File: config.mk
export PLATFORM = sky130hd
export DESIGN_NAME = sre_core
export DESIGN_NICKNAME = d
export VERILOG_FILES = /design/src/design/sre_pkg.sv /design/src/design/sre_buf.sv /design/src/design/sre_core.sv
export VERILOG_INCLUDE_DIRS = /design/src /design/src/design
export SDC_FILE = /design/constraint.sdc
export NUM_CORES = 1
export LEC_CHECK = 0
export BUFFER_PORTS_ARGS = -buffer_cell sky130_fd_sc_hd__buf_2
export CORE_AREA = 2 2 68 70
export CTS_CLUSTER_SIZE = 40
export DETAILED_ROUTE_END_ITERATION = 16
export DIE_AREA = 0 0 70 72
export GPL_TIMING_DRIVEN = 0
export PLACE_DENSITY_LB_ADDON = 0.3
export SLEW_MARGIN = 0
export SYNTH_ARGS = -nofsm -noshare
export SYNTH_HDL_FRONTEND = slang
export SYNTH_SLANG_ARGS = --single-unit
File: constraint.sdc
create_clock -name sys_clk_in -period 4.3 [get_ports sys_clk_in]
set_input_delay 0.43 -clock sys_clk_in [delete_from_list [all_inputs] [get_ports sys_clk_in]]
set_output_delay 0.43 -clock sys_clk_in [all_outputs]
set_load 0.005 [all_outputs]
File: src/design/sre_defines.svh
// Constants for the serial RAM expansion interface.
// Assumes inclusion by bare name from design files.
`ifndef SRE_DEFINES_SVH
`define SRE_DEFINES_SVH

`define SRE_HDR_BITS      4'h9
`define SRE_HDR_LAST      4'h8
`define SRE_CNT_LAST      6'h3f
`define SRE_HDR_RESET     9'h000
`define SRE_CNT_RESET     6'h00
`define SRE_CNT_STEP      6'h01
`define SRE_HCNT_RESET    4'h0
`define SRE_HCNT_STEP     4'h1
`define SRE_PH_RESET      2'h0
`define SRE_PH_STEP       2'h1
`define SRE_PH_PRE        2'h2
`define SRE_PH_LAST       2'h3
`define SRE_CODE_IDLE     4'h0
`define SRE_HB_RW         8
`define SRE_HB_SEL_HI     7
`define SRE_HB_SEL_LO     4
`define SRE_HB_REG_HI     3
`define SRE_HB_REG_LO     0

`endif

File: src/design/sre_pkg.sv
// Types shared by the serial RAM expansion interface.
// Assumes the defines header sits beside it.
package sre_pkg;
	typedef enum logic [1:0] {
		SRE_IDLE,
		SRE_HEADER,
		SRE_DATA
	} sre_state_type;
	typedef logic [3:0] sre_nibble_type;
	typedef logic [9:0] sre_addr_type;
endpackage

File: src/design/sre_buf.sv
// Two-entry valid/ready buffer for single data bits.
// Assumes one clock, asynchronous active low reset.
`timescale 1ns/10ps
`default_nettype none
module sre_buf (
	// Clock and reset
	input  wire logic sys_clk_in,
	input  wire logic rst_n_in,
	input  wire logic flush_in,
	// Fill side
	input  wire logic in_valid_in,
	input  wire logic in_data_in,
	output logic      in_ready_out,
	// Drain side
	output logic      out_valid_out,
	output logic      out_data_out,
	input  wire logic out_ready_in
);
	logic [1:0] data_reg;
	logic [1:0] cnt_reg;
	logic [1:0] cnt_next;
	wire        push = in_valid_in & in_ready_out;
	wire        pop  = out_valid_out & out_ready_in;

	assign in_ready_out  = (cnt_reg != 2'h2);
	assign out_valid_out = (cnt_reg != 2'h0);
	assign out_data_out  = data_reg[0];
	assign cnt_next      = cnt_reg + {1'b0, push} - {1'b0, pop};

	always_ff @(posedge sys_clk_in or negedge rst_n_in) begin
		if (!rst_n_in) begin
			cnt_reg  <= 2'h0;
			data_reg <= 2'h0;
		end else if (flush_in) begin
			cnt_reg  <= 2'h0;
		end else begin
			cnt_reg <= cnt_next;
			if (pop)
				data_reg[0] <= data_reg[1];
			if (push)
				data_reg[(cnt_reg == 2'h0 || (cnt_reg == 2'h1 && pop)) ? 0 : 1] <= in_data_in;
		end
	end
endmodule
`default_nettype wire

File: src/design/sre_core.sv
// Serial RAM expansion interface: header shift, bit counter, RAM drive.
// Assumes host moves data on bit phase marked by sync; inputs synchronous.
//
// Operation
// Reset clears every register, ready for a new header.
// Nine-stage header register plus six-bit incrementing counter hold the access.
// Host shifts sync bit, mode bit, four select bits, four register bits.
// Header sync bit is always a one.
// Counter steps all 64 positions, one per bit time.
// Write mode passes serial input bits to RAM write data; here select is active high, so the OR holds write data at one while selected.
// Read mode captures RAM bits, buffers them, shifts them to host.
// After the 64th position header register, counter and state clear.
// Drives four external 1024 by 1 RAMs directly.
// RAM select bits from header drive select code outputs.
// Host holds select active around all serial data, about 75 bits.
// RAM write data is select OR serial data input.
// Host toggles select once after power-up before first transfer.
// Sync marks one oscillator cycle in four as the bit phase.
// More devices may be added on their own decoded selects.
// RAM address is register bits above six counter bits.
// Write strobe pulses per bit in write mode; chip enable spans sequence.
`timescale 1ns/10ps
`default_nettype none
`include "sre_defines.svh"
module sre_core (
	// Clock and reset
	input  wire logic             sys_clk_in,
	input  wire logic             rst_n_in,
	// Host link
	input  wire logic             sync_in,
	input  wire logic             select_in,
	input  wire logic             serial_data_in,
	output logic                  serial_data_out,
	// RAM side
	output sre_pkg::sre_addr_type ram_address_out,
	output sre_pkg::sre_nibble_type ram_select_code_out,
	output logic                  ram_write_data_out,
	input  wire logic             ram_read_data_in,
	output logic                  ram_write_strobe_out,
	output logic                  ram_chip_enable_out,
	output logic                  backup_ram_control_out,
	output logic                  busy_out
);
	import sre_pkg::*;

	// ----------------------------------------
	// Declarations
	// ----------------------------------------
	sre_state_type state_reg;
	sre_state_type state_next;
	logic [3:0]    hcnt_reg;
	logic [3:0]    hcnt_next;
	logic [5:0]    count_reg;
	logic [5:0]    count_next;
	logic [1:0]    phase_reg;
	logic [1:0]    phase_next;
	logic          sel_valid_reg;
	logic          sel_last_reg;
	logic          sel_seen_reg;
	logic          sel_seen_next;
	logic          out_reg;
	logic          out_next;
	logic          wstb_reg;
	logic          wstb_next;
	wire  [8:0]    header_bits;
	wire  [9:0]    hdr_chain;
	wire           drain_ready;
	wire           buf_valid;
	wire           buf_data;

	// ----------------------------------------
	// Decode helpers
	// ----------------------------------------
	// Four-bit header field, counted from its low bit
	function automatic sre_nibble_type hdr_field(input logic [8:0] hdr,
		input int unsigned lo);
		hdr_field = hdr[lo +: $bits(sre_nibble_type)];
	endfunction

	// True while the machine sits in the given state
	function automatic logic in_state(input sre_state_type cur,
		input sre_state_type want);
		in_state = (cur == want);
	endfunction

	// ----------------------------------------
	// Decode
	// ----------------------------------------
	// Bit phase tied to sync; one bit every four clocks
	wire in_idle    = in_state(state_reg, SRE_IDLE);
	wire in_header  = in_state(state_reg, SRE_HEADER);
	wire in_data    = in_state(state_reg, SRE_DATA);
	wire bit_tick   = (phase_reg == `SRE_PH_LAST);
	// Strobe is launched one clock early so it stands while the address does
	wire pre_tick   = (phase_reg == `SRE_PH_PRE);
	wire write_mode = ~header_bits[`SRE_HB_RW];
	wire hdr_done   = in_header & bit_tick & (hcnt_reg == `SRE_HDR_LAST);
	wire seq_end    = in_data & bit_tick & (count_reg == `SRE_CNT_LAST);
	// History is primed first, so a select held high through reset is no toggle
	wire sel_edge   = sel_valid_reg & (sel_last_reg != select_in);
	wire armed      = sel_seen_reg & select_in;
	wire start_bit  = in_idle & armed & bit_tick & serial_data_in;
	wire abort      = in_header & ~select_in;
	wire hdr_shift  = in_header & bit_tick;
	wire hdr_clear  = (state_next == SRE_IDLE);
	wire cnt_step   = in_data & bit_tick;
	wire rd_take    = in_data & bit_tick & ~write_mode;
	wire wr_pulse   = in_data & pre_tick & write_mode;

	assign hdr_chain   = {header_bits, serial_data_in};
	// Read data leaves the buffer on the next bit tick
	assign drain_ready = bit_tick;

	// ----------------------------------------
	// Sequence control
	// ----------------------------------------
	always_comb begin
		state_next = state_reg;
		unique case (state_reg)
			SRE_IDLE: begin
				if (start_bit)
					state_next = SRE_HEADER;
			end
			SRE_HEADER: begin
				if (abort)
					state_next = SRE_IDLE;
				else if (hdr_done)
					state_next = SRE_DATA;
			end
			SRE_DATA: begin
				if (seq_end)
					state_next = SRE_IDLE;
			end
			// Fourth code is unused; fall back to idle
			default: state_next = SRE_IDLE;
		endcase
	end

	// ----------------------------------------
	// Next values
	// ----------------------------------------
	assign phase_next    = sync_in ? `SRE_PH_RESET : phase_reg + `SRE_PH_STEP;
	assign hcnt_next     = hdr_clear ? `SRE_HCNT_RESET :
		(hdr_shift ? hcnt_reg + `SRE_HCNT_STEP : hcnt_reg);
	assign count_next    = hdr_clear ? `SRE_CNT_RESET :
		(cnt_step ? count_reg + `SRE_CNT_STEP : count_reg);
	assign sel_seen_next = sel_seen_reg | sel_edge;
	assign wstb_next     = wr_pulse;
	assign out_next      = (buf_valid & drain_ready) ? buf_data : out_reg;

	// ----------------------------------------
	// Registers
	// ----------------------------------------
	always_ff @(posedge sys_clk_in or negedge rst_n_in) begin
		if (!rst_n_in) begin
			state_reg <= SRE_IDLE;
			hcnt_reg  <= `SRE_HCNT_RESET;
			count_reg <= `SRE_CNT_RESET;
			phase_reg <= `SRE_PH_RESET;
		end else begin
			state_reg <= state_next;
			hcnt_reg  <= hcnt_next;
			count_reg <= count_next;
			phase_reg <= phase_next;
		end
	end

	always_ff @(posedge sys_clk_in or negedge rst_n_in) begin
		if (!rst_n_in) begin
			sel_valid_reg <= 1'b0;
			sel_last_reg  <= 1'b0;
			sel_seen_reg  <= 1'b0;
		end else begin
			sel_valid_reg <= 1'b1;
			sel_last_reg  <= select_in;
			sel_seen_reg  <= sel_seen_next;
		end
	end

	// ----------------------------------------
	// Header holding register
	// ----------------------------------------
	// Nine stages; the sync bit only opens the header and is not stored
	for (genvar g = 0; g < `SRE_HDR_BITS; g++) begin : g_hdr
		logic stage_reg;
		always_ff @(posedge sys_clk_in or negedge rst_n_in) begin
			if (!rst_n_in)
				stage_reg <= 1'b0;
			else if (hdr_clear)
				stage_reg <= 1'b0;
			else if (hdr_shift)
				stage_reg <= hdr_chain[g];
		end
		assign header_bits[g] = stage_reg;
	end

	// ----------------------------------------
	// Read buffer
	// ----------------------------------------
	sre_buf u_buf (
		.sys_clk_in    (sys_clk_in),
		.rst_n_in      (rst_n_in),
		.flush_in      (1'b0),
		.in_valid_in   (rd_take),
		.in_data_in    (ram_read_data_in),
		.in_ready_out  (busy_out),
		.out_valid_out (buf_valid),
		.out_data_out  (buf_data),
		.out_ready_in  (drain_ready)
	);

	always_ff @(posedge sys_clk_in or negedge rst_n_in) begin
		if (!rst_n_in) begin
			out_reg  <= 1'b0;
			wstb_reg <= 1'b0;
		end else begin
			out_reg  <= out_next;
			wstb_reg <= wstb_next;
		end
	end

	// ----------------------------------------
	// Outputs
	// ----------------------------------------
	assign serial_data_out        = out_reg;
	// Write data is combinational, matching the OR of select and data
	assign ram_write_data_out     = select_in | serial_data_in;
	assign ram_address_out        = {hdr_field(header_bits, `SRE_HB_REG_LO),
		count_reg};
	assign ram_select_code_out    = in_data ?
		hdr_field(header_bits, `SRE_HB_SEL_LO) : `SRE_CODE_IDLE;
	assign ram_write_strobe_out   = wstb_reg;
	assign ram_chip_enable_out    = in_data;
	assign backup_ram_control_out = select_in & sel_seen_reg;
endmodule
`default_nettype wire

==> impl_metrics.prom, run 1 <==
# TYPE chip_impl_metric gauge
chip_impl_metric{name="routedLengthMet1",unit="mm"} 1.43
chip_impl_metric{name="syn2layout_area_growth",unit="%"} 17.2
chip_impl_metric{name="cap_viol_max_count",unit=""} 0
chip_impl_metric{name="cts_sinks",unit=""} 32
chip_impl_metric{name="via_per_inst",unit=""} 5.13
chip_impl_metric{name="yosys_warnings",unit=""} 0
chip_impl_metric{name="detail_route.first_pass.iterations",unit=""} 4
chip_impl_metric{name="synth-seq-cells",unit=""} 32
chip_impl_metric{name="dp_hpwl",unit="mm"} 2.35
chip_impl_metric{name="grtUsageTotal",unit="%"} 14.4
chip_impl_info{name="setup.worst_path.start_class",value="register"} 1
chip_impl_metric{name="synth-seq-area-share",unit="%"} 48.0
chip_impl_info{name="outcome",value="completed"} 1
chip_impl_metric{name="maxClockFrequency",unit="MHz"} 535
chip_impl_metric{name="fp.dieH",unit="um"} 72
chip_impl_metric{name="finalSetupViolCount",unit=""} 0
chip_impl_info{name="tritoncts",value="done"} 1
chip_impl_metric{name="fraction_of_final_layout_cells_with_drive_strength_greater_than_1",unit="%"} 30.3
chip_impl_info{name="cts.root.buffer_cell",value="clkbuf_8"} 1
chip_impl_metric{name="place_congestion",unit=""} 0.903
chip_impl_metric{name="reported_leakage_power",unit="uW"} 0.00107
chip_impl_metric{name="filler_cell_count",unit=""} 412
chip_impl_metric{name="buffer_ports.inserted",unit=""} 25
chip_impl_metric{name="largest_register_ffs",unit=""} 9
chip_impl_metric{name="finalCritPeriodShare",unit="%"} 43.5
chip_impl_metric{name="synth_edf_count",unit=""} 0
chip_impl_metric{name="final.setup.tns",unit="ns"} 0
chip_impl_metric{name="critical_path.max_fanout",unit=""} 10
chip_impl_metric{name="postSynth.asyncResetShare",unit="%"} 100
chip_impl_metric{name="dr_wl_met2",unit="mm"} 1.67
chip_impl_metric{name="tmin_final",unit="ns"} 1.87
chip_impl_metric{name="dr.first_iter.drc_count",unit=""} 36
chip_impl_metric{name="ioPinCount",unit=""} 26
chip_impl_info{name="timing.critical_path.to_type",value="output pin"} 1
chip_impl_metric{name="slew_headroom",unit="%"} 52.5
chip_impl_metric{name="number_of_cts_inserted_buffers",unit=""} 5
chip_impl_metric{name="routedWlPerCell",unit="um"} 14.1
chip_impl_metric{name="met3_wirelength",unit="um"} 135
chip_impl_metric{name="drt_drc_violations_left",unit=""} 0
chip_impl_metric{name="post_cts_resize_count",unit=""} 0
chip_impl_metric{name="die_w",unit="um"} 70
chip_impl_metric{name="wl",unit="mm"} 3.24
chip_impl_metric{name="tightest_slew",unit="ns"} 0.713
chip_impl_info{name="maxUsedRoutingLayer",value="met4"} 1
chip_impl_metric{name="clk_pin_slew",unit="ns"} 0.07
chip_impl_metric{name="grt_start_max_net_pins",unit=""} 33
chip_impl_metric{name="detailedPlace.worstSlack",unit="ns"} 2.43
chip_impl_metric{name="worst_slack",unit="ns"} 2.43
chip_impl_metric{name="critical_path_arrival",unit="ns"} 1.44
chip_impl_metric{name="fin_skew",unit="ns"} 0.00743
chip_impl_metric{name="synth.avg_cell_area",unit="um^2"} 11.4
chip_impl_metric{name="vias",unit=""} 1181
chip_impl_metric{name="r2r_setup_slack",unit="ns"} 2.43
chip_impl_metric{name="mappedNetlistNets",unit=""} 159
chip_impl_metric{name="start_util",unit="%"} 39.1
chip_impl_metric{name="powerDensity",unit="nW/um^2"} 347
chip_impl_info{name="grt_setup_unrepaired",value="no"} 1
chip_impl_metric{name="finalNetCount",unit=""} 191
chip_impl_metric{name="worstSkewPairLatency",unit="ns"} 0.28
chip_impl_metric{name="timing.final.hold_violations",unit=""} 0
chip_impl_metric{name="peakVddDrop",unit="V"} 0.000224
chip_impl_metric{name="grt_antenna_before_repair",unit=""} 0
chip_impl_metric{name="grt-ovfl-total",unit=""} 0
chip_impl_metric{name="post_synth_instance_area",unit="um^2"} 1670
chip_impl_info{name="critPathKind",value="register to output pin"} 1
chip_impl_info{name="min_path_type",value="input port to async pin"} 1
chip_impl_metric{name="rows",unit=""} 24
chip_impl_metric{name="ctsLongestPathBuffers",unit=""} 2
chip_impl_metric{name="grt_pass1_wl",unit="mm"} 5.66
chip_impl_metric{name="die_area",unit="um^2"} 5040
chip_impl_metric{name="core",unit="um^2"} 4260
chip_impl_metric{name="antenna-diode-count",unit=""} 0
chip_impl_metric{name="number_of_global_route_vias_before_repair",unit=""} 1234
chip_impl_metric{name="cts.repair_timing.setup_buffer_count",unit=""} 0
chip_impl_metric{name="ys_types",unit=""} 36
chip_impl_metric{name="maxSlewViolCount",unit=""} 0
chip_impl_info{name="dominantRegCellSynth",value="dfrtp_1"} 1
chip_impl_metric{name="fin_hold_ws",unit="ns"} 0.199
chip_impl_metric{name="cts-htree-levels",unit=""} 2
chip_impl_metric{name="post_synthesis_instance_total",unit=""} 146
chip_impl_metric{name="crit_required",unit="ns"} 3.87
chip_impl_metric{name="cts_hold_buf",unit=""} 0
chip_impl_metric{name="drtAntennaViolNets",unit=""} 0
[synth_stat cells, types with 2 or more instances]
master / n / area (um^2)
xnor2_1: 3 / 26.3
or3_1: 2 / 12.5
a22oi_1: 3 / 22.5
and2b_1: 2 / 15.0
mux2_2: 4 / 45.0
inv_1: 6 / 22.5
nand3_1: 7 / 35.0
o21ai_0: 2 / 10.0
xor2_1: 3 / 26.3
nand4b_1: 4 / 35.0
nand2_1: 7 / 26.3
a21oi_1: 15 / 75.1
buf_4: 6 / 45.0
o21ai_1: 2 / 10.0
mux2i_1: 12 / 120
and2_1: 5 / 31.3
dfrtp_1: 32 / 801
nor2_1: 4 / 15.0
ha_1: 7 / 87.6
buf_6: 4 / 45.0
[worst max-delay path: stages (launching register included)]
cell     delay [ns]
dfrtp_1        0.48
and2b_1        0.22
buf_4          0.18
and2_1         0.16
buf_2          0.12
[cells in the final DEF, fill, tap and decap left out, drive strengths merged, types with 2 or more instances in the layout]
cell / instances
nand4b: 5
nand3b: 2
or3: 2
nor2: 4
mux2: 4
xnor2: 3
mux2i: 12
and2b: 2
ha: 7
xor2: 3
nand3: 7
and2: 5
a21oi: 15
dfrtp: 32
nand2: 8
clkbuf: 7
inv: 6
a22oi: 4
o21ai: 5
buf: 35
[stage by stage]
step           std cells  total power [uW]  cell area [um^2]  utilization, %
6_report             230               678              1960            45.9
5_1_grt              230               715              1960            45.9
4_1_cts              230               686              1960            45.9
3_5_place_dp         223               439              1860            43.6
3_3_place_gp         223               431              1860            43.6
2_1_floorplan        146               401              1670               -
[cell type report]
| cell class | instances | area, um^2 | share of cell area (%) |
|---|---|---|---|
| Inverter | 6 | 22.5 | 1.15 |
| Buffer | 10 | 90.1 | 4.61 |
| Tap cell | 52 | 65.1 | 3.33 |
| Clock buffer | 7 | 96.3 | 4.93 |
| Timing Repair Buffer | 25 | 125 | 6.40 |
| Sequential cell | 32 | 801 | 40.9 |
| Multi-Input combinational cell | 98 | 756 | 38.6 |
[final timing paths]
kind / from / endpoint / depth (start not counted)
min in group sys_clk_in: sync_in / phase_reg[1]$_DFF_PN0_ / 2
max in group asynchronous: rst_n_in / hcnt_reg[1]$_DFFE_PN0P_ / 1
setup / recovery: state_reg[1]$_DFF_PN0_ / ram_select_code_out[3] / 4
hold / removal: rst_n_in / count_reg[3]$_DFFE_PN0P_ / 1
setup reg to reg: phase_reg[0]$_DFF_PN0_ / u_buf.cnt_reg[1]$_DFF_PN0_ / 8
hold reg to reg: sel_valid_reg$_DFF_PN0_ / sel_seen_reg$_DFF_PN0_ / 1
[power breakdown]
group          total, uW  internal [uW]  leakage, uW  switching (uW)
combinational       96.1           40.9     0.000591            55.2
clock                244            142    0.0000503             102
sequential           337            318     0.000430            19.6
total                678            501      0.00107             177
[per-layer routing]
metal  track usage [%]  vias up
met1              16.4      586
met2              25.4       23
li1                  -      570
met3              4.03        2
met4              6.84        0
met5                 0        -
[kinds of logic after synthesis]
family	count (synthesis)	synth area share, %
flops	32	48.0
buf+inv	16	6.75
simple gates	40	16.1
other cells	1	0.225
fa+ha+maj	7	5.25
xor+xnor	6	3.15
compound gates	28	10.6
mux	16	9.90
No activity file was read; power rests on OpenSTA's default activity.
==> run 2, diff against run 1 <==
clock period = 1.9 ns   (was 4.3 ns; I/O delays follow)
==> run 2 against run 1 <==
Routed wire length fell by 0.43%; sequential cell count did not move; total power increased by 130%; core utilization increased by 0.38 points; cell area up 0.83%; clock-buffer cell count did not move; global-route usage unchanged; worst setup slack got worse by 2.2 ns; first-iteration DRC count rose by 22%; combinational power up 130%; largest power group unchanged.
==> impl_metrics.prom, run 2 (synthesized netlist as in run 1, its figures left out) <==
# TYPE chip_impl_metric gauge
chip_impl_metric{name="timing.final.hold_violations",unit=""} 0
chip_impl_metric{name="start_util",unit="%"} 39.1
chip_impl_info{name="setup.worst_path.start_class",value="register"} 1
chip_impl_info{name="grt_setup_unrepaired",value="no"} 1
chip_impl_metric{name="finalSetupViolCount",unit=""} 0
chip_impl_metric{name="die_w",unit="um"} 70
chip_impl_metric{name="powerDensity",unit="nW/um^2"} 782
chip_impl_metric{name="grt_start_max_net_pins",unit=""} 33
chip_impl_metric{name="ctsLongestPathBuffers",unit=""} 2
chip_impl_metric{name="maxClockFrequency",unit="MHz"} 588
chip_impl_metric{name="cts-htree-levels",unit=""} 2
chip_impl_info{name="critPathKind",value="register to register"} 1
chip_impl_metric{name="dr.first_iter.drc_count",unit=""} 44
chip_impl_metric{name="tmin_final",unit="ns"} 1.70
chip_impl_metric{name="crit_path_max_incr_delay",unit="ns"} 0.40
chip_impl_metric{name="syn2layout_area_growth",unit="%"} 18.1
chip_impl_metric{name="cap_viol_max_count",unit=""} 0
chip_impl_metric{name="final.setup.tns",unit="ns"} 0
chip_impl_metric{name="finalCritPeriodShare",unit="%"} 89.5
chip_impl_info{name="outcome",value="completed"} 1
chip_impl_metric{name="clk_pin_slew",unit="ns"} 0.07
chip_impl_metric{name="dp_hpwl",unit="mm"} 2.35
chip_impl_metric{name="dpl.cell_count",unit=""} 223
chip_impl_metric{name="critical_path.max_fanout",unit=""} 4
chip_impl_info{name="min_path_type",value="input port to register"} 1
chip_impl_metric{name="slew_headroom",unit="%"} 52.4
chip_impl_metric{name="grt-ovfl-total",unit=""} 0
chip_impl_metric{name="maxSlewViolCount",unit=""} 0
chip_impl_metric{name="rows",unit=""} 24
chip_impl_metric{name="wl",unit="mm"} 3.23
chip_impl_info{name="critPathSlowestCell",value="dfrtp_1"} 1
chip_impl_metric{name="number_of_global_route_vias_before_repair",unit=""} 1234
chip_impl_metric{name="ioPinCount",unit=""} 26
chip_impl_metric{name="peakVddDrop",unit="V"} 0.000511
chip_impl_metric{name="fin_skew",unit="ns"} 0.00795
chip_impl_metric{name="critical_path_arrival",unit="ns"} 1.90
chip_impl_info{name="crit_chain",value="ha_2 -> o21ai_2 -> inv_1 -> ha_1 -> inv_1 -> ha_1 -> xnor2_1 -> xnor2_1"} 1
chip_impl_metric{name="drt_drc_violations_left",unit=""} 0
chip_impl_metric{name="worstSkewPairLatency",unit="ns"} 0.28
chip_impl_info{name="cts.root.buffer_cell",value="clkbuf_8"} 1
chip_impl_info{name="commonest_cells_after_routing_fill_and_taps_aside",value="32 x dfrtp_1, 25 x buf_2, 15 x a21oi_1"} 1
chip_impl_info{name="tritoncts",value="done"} 1
chip_impl_metric{name="tightest_slew",unit="ns"} 0.714
chip_impl_metric{name="core",unit="um^2"} 4260
chip_impl_metric{name="finalNetCount",unit=""} 192
chip_impl_metric{name="detail_route.first_pass.iterations",unit=""} 4
chip_impl_info{name="timing.critical_path.to_type",value="register"} 1
chip_impl_metric{name="grtUsageTotal",unit="%"} 14.4
chip_impl_metric{name="drtAntennaViolNets",unit=""} 0
chip_impl_metric{name="cts.repair_timing.setup_buffer_count",unit=""} 0
chip_impl_metric{name="cts_sinks",unit=""} 32
chip_impl_metric{name="grt_pass1_wl",unit="mm"} 5.66
chip_impl_metric{name="routedWlPerCell",unit="um"} 14.0
chip_impl_metric{name="largest_register_ffs",unit=""} 9
chip_impl_metric{name="vias",unit=""} 1184
chip_impl_metric{name="grt_antenna_before_repair",unit=""} 0
chip_impl_metric{name="place_congestion",unit=""} 0.903
chip_impl_metric{name="post_layout_nonfiller_instances",unit=""} 231
chip_impl_metric{name="fraction_of_final_layout_cells_with_drive_strength_greater_than_1",unit="%"} 31.3
chip_impl_metric{name="number_of_cts_inserted_buffers",unit=""} 5
chip_impl_metric{name="via_per_inst",unit=""} 5.13
chip_impl_info{name="final_common_cell",value="dfrtp_1"} 1
chip_impl_metric{name="buffer_ports.inserted",unit=""} 25
chip_impl_metric{name="reported_leakage_power",unit="uW"} 0.00107
chip_impl_metric{name="crit_required",unit="ns"} 2.10
chip_impl_metric{name="die_area",unit="um^2"} 5040
chip_impl_metric{name="fp.dieH",unit="um"} 72
chip_impl_metric{name="antenna-diode-count",unit=""} 0
## run 2: timing repair
| item | 4_1_cts | 5_1_grt |
|---|---|---|
| hold buffers | 1 | 0 |
| hold endpoints to repair | 4 | 0 |
| endpoints found under the setup margin | 0 | 1 |
| gates resized for setup | 0 | 2 |
## run 2: power by group
group	switching (uW)	leakage (uW)	internal, uW	total [uW]
clock network	232	0.0000503	322	554
logic	125	0.000594	94.4	220
registers	48.6	0.000430	719	767
total	406	0.00107	1140	1540
## run 2: area by class of cell
type | count | area, um^2
plain buffers | 10 | 90.1
clock buffers | 7 | 96.3
fillers | 412 | 2290
inverters | 6 | 22.5
multi-input cells | 98 | 762
flip-flops and latches | 32 | 801
well taps | 52 | 65.1
repair buffers | 26 | 135
## run 2: path summary, 6_finish.rpt
kind / depth (start not counted) / slack [ns] / from / endpoint
min in group asynchronous: 2 / 0.50 / rst_n_in / count_reg[3]$_DFFE_PN0P_
hold / removal: 2 / 0.07 / sync_in / phase_reg[1]$_DFF_PN0_
setup reg to reg: 8 / 0.20 / phase_reg[0]$_DFF_PN0_ / u_buf.cnt_reg[1]$_DFF_PN0_
max in group asynchronous: 2 / 0.94 / rst_n_in / hcnt_reg[1]$_DFFE_PN0P_
hold reg to reg: 1 / 0.45 / sel_valid_reg$_DFF_PN0_ / sel_seen_reg$_DFF_PN0_
setup / recovery: 8 / 0.20 / phase_reg[0]$_DFF_PN0_ / u_buf.cnt_reg[1]$_DFF_PN0_
## run 2: worst max-delay path: cells and delay by family, from the launching register on
kind | cells | cell delay [ns]
buffers and inverters | 2 | 0.12
XOR/XNOR | 2 | 0.31
flip-flops | 1 | 0.40
AO/OA/AOI/OAI | 1 | 0.10
adder cells (fa/ha/maj) | 3 | 0.70
## run 2: through the flow
| stage | utilization (%) | hold slack (ns) | worst slack [ns] | cell area, um^2 | total power [uW] |
|---|---|---|---|---|---|
| after floorplan | - | -0.106 | 0.229 | 1670 | 907 |
| after global placement | 43.6 | 0.277 | 0.117 | 1860 | 976 |
| after detailed placement | 43.6 | 0.291 | 0.0273 | 1860 | 993 |
| after CTS | 46.1 | 0.0576 | 0.0226 | 1970 | 1550 |
| after global routing | 46.2 | 0.0712 | 0.0377 | 1970 | 1630 |
| final | 46.2 | 0.0665 | 0.199 | 1970 | 1540 |
## run 2: layer usage
metal  up-vias  track usage [%]  part of all wire, %
met2        27             25.4                   52
met5         -                0                    0
met1       584             16.4                   43
li1        571                -                    -
met3         2             3.89                  5.2
met4         0             6.84                 0.34
==> run 3, diff against run 2 <==
ABC_AREA = 1   (was default)
CORE_AREA = 2 2 70 72   (was 2 2 68 70)
DIE_AREA = 0 0 72 74   (was 0 0 70 72)
SYNTH_HIERARCHICAL = 1   (was default)
==> run 3 against run 2 <==
Register-to-register slack lost 0.098 ns; cell area up 12%; core utilization increased by 1.8 points; fmax decreased by 5.4%; global-route usage down 0.25 points; clock-buffer cell count fell by 1; sequential share of layout area is 4.3 points lower; total power is 4.9% higher.
==> impl_metrics.prom, run 3 <==
# TYPE chip_impl_metric gauge
chip_impl_metric{name="finalSetupViolCount",unit=""} 0
chip_impl_metric{name="vias",unit=""} 1355
chip_impl_metric{name="worst_slack",unit="ns"} 0.101
chip_impl_metric{name="drt_drc_violations_left",unit=""} 0
chip_impl_info{name="yosysTopAreaCell",value="dfrtp_1"} 1
chip_impl_metric{name="grt_pass1_wl",unit="mm"} 5.69
chip_impl_metric{name="critical_path.max_fanout",unit=""} 5
chip_impl_info{name="post_synth_main_area_contributors",value="dfrtp_1 46%, inv_1 7.7%, nand2_1 7.7%"} 1
chip_impl_metric{name="cap_viol_max_count",unit=""} 0
chip_impl_info{name="critPathKind",value="register to register"} 1
chip_impl_metric{name="rows",unit=""} 25
chip_impl_metric{name="clk_pin_slew",unit="ns"} 0.07
chip_impl_info{name="grt_setup_unrepaired",value="yes"} 1
chip_impl_metric{name="start_util",unit="%"} 38.1
chip_impl_info{name="setup.worst_path.start_class",value="register"} 1
chip_impl_metric{name="tightest_slew",unit="ns"} 0.731
chip_impl_metric{name="cts_sinks",unit=""} 32
chip_impl_metric{name="grt_start_max_net_pins",unit=""} 33
chip_impl_metric{name="core",unit="um^2"} 4600
chip_impl_info{name="min_path_type",value="input port to register"} 1
chip_impl_metric{name="wl",unit="mm"} 3.42
chip_impl_info{name="synth_common_cells",value="36 x inv_1, 36 x nand2_1, 32 x dfrtp_1"} 1
chip_impl_metric{name="drtAntennaViolNets",unit=""} 0
chip_impl_metric{name="number_of_global_route_vias_before_repair",unit=""} 1258
chip_impl_info{name="cts.root.buffer_cell",value="clkbuf_8"} 1
chip_impl_metric{name="grtUsageTotal",unit="%"} 14.2
chip_impl_metric{name="slew_headroom",unit="%"} 51.3
chip_impl_metric{name="grt-ovfl-total",unit=""} 0
chip_impl_metric{name="postSynth.asyncResetShare",unit="%"} 100
chip_impl_metric{name="via_per_inst",unit=""} 4.33
chip_impl_metric{name="fin_hold_ws",unit="ns"} 0.0570
chip_impl_metric{name="finalCritPeriodShare",unit="%"} 94.7
chip_impl_info{name="dominantRegCellSynth",value="dfrtp_1"} 1
chip_impl_metric{name="peakVddDrop",unit="V"} 0.000300
chip_impl_metric{name="syn2layout_area_growth",unit="%"} 26.2
chip_impl_metric{name="worstSkewPairLatency",unit="ns"} 0.29
chip_impl_metric{name="die_w",unit="um"} 72
chip_impl_metric{name="combinationalPowerShare",unit="%"} 21.0
chip_impl_metric{name="critical_path_arrival",unit="ns"} 1.98
chip_impl_info{name="timing.critical_path.to_type",value="register"} 1
chip_impl_info{name="outcome",value="completed"} 1
chip_impl_metric{name="ys_types",unit=""} 27
chip_impl_metric{name="internal_power",unit="uW"} 1150
chip_impl_metric{name="buffer_ports.inserted",unit=""} 25
chip_impl_metric{name="ioPinCount",unit=""} 26
chip_impl_metric{name="fin_skew",unit="ns"} 0.00639
chip_impl_metric{name="total_switching_power",unit="uW"} 466
chip_impl_metric{name="timing.final.hold_violations",unit=""} 0
chip_impl_metric{name="die_area",unit="um^2"} 5330
chip_impl_metric{name="reported_leakage_power",unit="uW"} 0.00107
chip_impl_info{name="tritoncts",value="done"} 1
chip_impl_metric{name="fp.dieH",unit="um"} 74
chip_impl_metric{name="routedWlPerCell",unit="um"} 10.9
chip_impl_metric{name="maxClockFrequency",unit="MHz"} 556
chip_impl_metric{name="detailedPlace.worstSlack",unit="ns"} -0.280
chip_impl_metric{name="synth.avg_cell_area",unit="um^2"} 8.38
chip_impl_metric{name="seq_power_share",unit="%"} 45.0
chip_impl_metric{name="yosys_warnings",unit=""} 6
chip_impl_metric{name="clkPwrFrac",unit="%"} 34.0
chip_impl_metric{name="powerDensity",unit="nW/um^2"} 731
chip_impl_metric{name="cts-htree-levels",unit=""} 2
chip_impl_metric{name="synth_largest_type_area_fraction",unit="%"} 45.7
chip_impl_metric{name="ctsLongestPathBuffers",unit=""} 2
chip_impl_metric{name="grt_antenna_before_repair",unit=""} 0
chip_impl_metric{name="synth_edf_count",unit=""} 0
chip_impl_metric{name="tmin_final",unit="ns"} 1.80
chip_impl_metric{name="synth-seq-cells",unit=""} 32
chip_impl_metric{name="synth-seq-area-share",unit="%"} 45.7
chip_impl_metric{name="crit_required",unit="ns"} 2.08
chip_impl_metric{name="p_sw_share",unit="%"} 28.8
chip_impl_metric{name="post_synthesis_instance_total",unit=""} 209
chip_impl_metric{name="layout.core_utilization",unit="%"} 48.1
chip_impl_metric{name="power",unit="uW"} 1620
chip_impl_metric{name="dp_hpwl",unit="mm"} 2.29
chip_impl_info{name="commonest_cells_after_routing_fill_and_taps_aside",value="36 x inv_1, 36 x nand2_1, 30 x dfrtp_1"} 1
chip_impl_metric{name="detail_route.first_pass.iterations",unit=""} 4
chip_impl_metric{name="largest_register_ffs",unit=""} 9
chip_impl_metric{name="antenna-diode-count",unit=""} 0
chip_impl_metric{name="place_congestion",unit=""} 0.798
chip_impl_metric{name="dr.first_iter.drc_count",unit=""} 41
chip_impl_metric{name="finalNetCount",unit=""} 272
chip_impl_metric{name="post_synth_instance_area",unit="um^2"} 1750
chip_impl_metric{name="fraction_of_final_layout_cells_with_drive_strength_greater_than_1",unit="%"} 32.4
chip_impl_metric{name="number_of_cts_inserted_buffers",unit=""} 5
chip_impl_metric{name="maxSlewViolCount",unit=""} 0
-- run 3: changes by cell type after synthesis, moves of 5 or more --
cell,delta
nand2_1,+29
nor2_1,+21
nor2_2,+12
and2_1,-5
o21ai_0,+9
mux2i_1,-12
nand2_2,+5
a21oi_1,-14
inv_1,+30
-- run 3: final timing paths --
| path | cells past startpoint | start | slack [ns] | end |
|---|---|---|---|---|
| min | 2 | sync_in | 0.06 | phase_reg[0]$_DFF_PN0_ |
| max | 10 | phase_reg[0]$_DFF_PN0_ | 0.10 | u_buf/cnt_reg[1]$_DFF_PN0_ |
| max reg2reg | 10 | phase_reg[0]$_DFF_PN0_ | 0.10 | u_buf/cnt_reg[1]$_DFF_PN0_ |
| max in group asynchronous | 2 | rst_n_in | 0.90 | phase_reg[0]$_DFF_PN0_ |
| min in group asynchronous | 2 | rst_n_in | 0.50 | count_reg[4]$_DFFE_PN0P_ |
| min reg2reg | 1 | sel_seen_reg$_DFF_PN0_ | 0.48 | sel_seen_reg$_DFF_PN0_ |
-- run 3: routing by layer --
metal  vias up  wire, um  global-route usage, %
met2        22      1590                   21.5
met1       613      1630                   19.0
met3         4       135                   4.20
li1        716         -                      -
met5         -         0                      0
met4         0        59                   6.29
-- run 3: worst max-delay path, stage by stage (launching register included) --
cell	delay, ns
dfrtp_2	0.41
ha_4	0.18
nand2_4	0.08
nor2_4	0.12
a21boi_4	0.18
inv_1	0.05
ha_1	0.26
inv_1	0.04
ha_1	0.18
xor2_1	0.15
nor2_1	0.05
-- run 3: kinds of logic (layout without fill, tap and decap cells) --
logic type / after synthesis / count (layout) / synth area share, %
other: 2 / 6 / 0.429
adders and majority gates: 8 / 8 / 5.71
and+or+nand+nor: 95 / 95 / 26.5
xor gates and xnor gates: 9 / 9 / 4.50
DFF: 32 / 32 / 45.7
AOI/OAI and AO/OA: 17 / 17 / 5.43
buffers and inverters: 46 / 92 / 11.7
-- run 3: power by group through the flow --
stage	sequential, uW	combinational, uW	clock [uW]
final	727	340	550
after global routing	730	376	593
after CTS	728	268	567
after detailed placement	744	242	0
after global placement	745	241	0
after floorplan	741	167	0
-- run 3: final cells by class --
cell class              count  area, um^2
plain buffers               6        55.1
clock buffers               6        82.6
inverters                  40         150
well taps                  54        67.6
clock inverters             2        10.0
flip-flops and latches     32         803
multi-input cells         135         805
repair buffers             38         238
fillers                   468        2390
-- run 3: timing repair --
| action | CTS | global route |
|---|---|---|
| cloned | 0 | 0 |
| hold buffers | 1 | 0 |
| resized for setup | 9 | 1 |
| buffers inserted | 1 | 11 |
| endpoints found under the hold margin | 21 | 0 |
| pin swaps | 0 | 5 |
| endpoints found under the setup margin | 2 | 2 |
-- run 3: through the flow --
stage	cell area (um^2)	cells	TNS [ns]
final	2210	313	0
after global routing	2210	313	-0.0222
after CTS	2110	302	0
after detailed placement	1960	292	-0.500
after global placement	1960	292	-0.432
after floorplan	1770	213	0
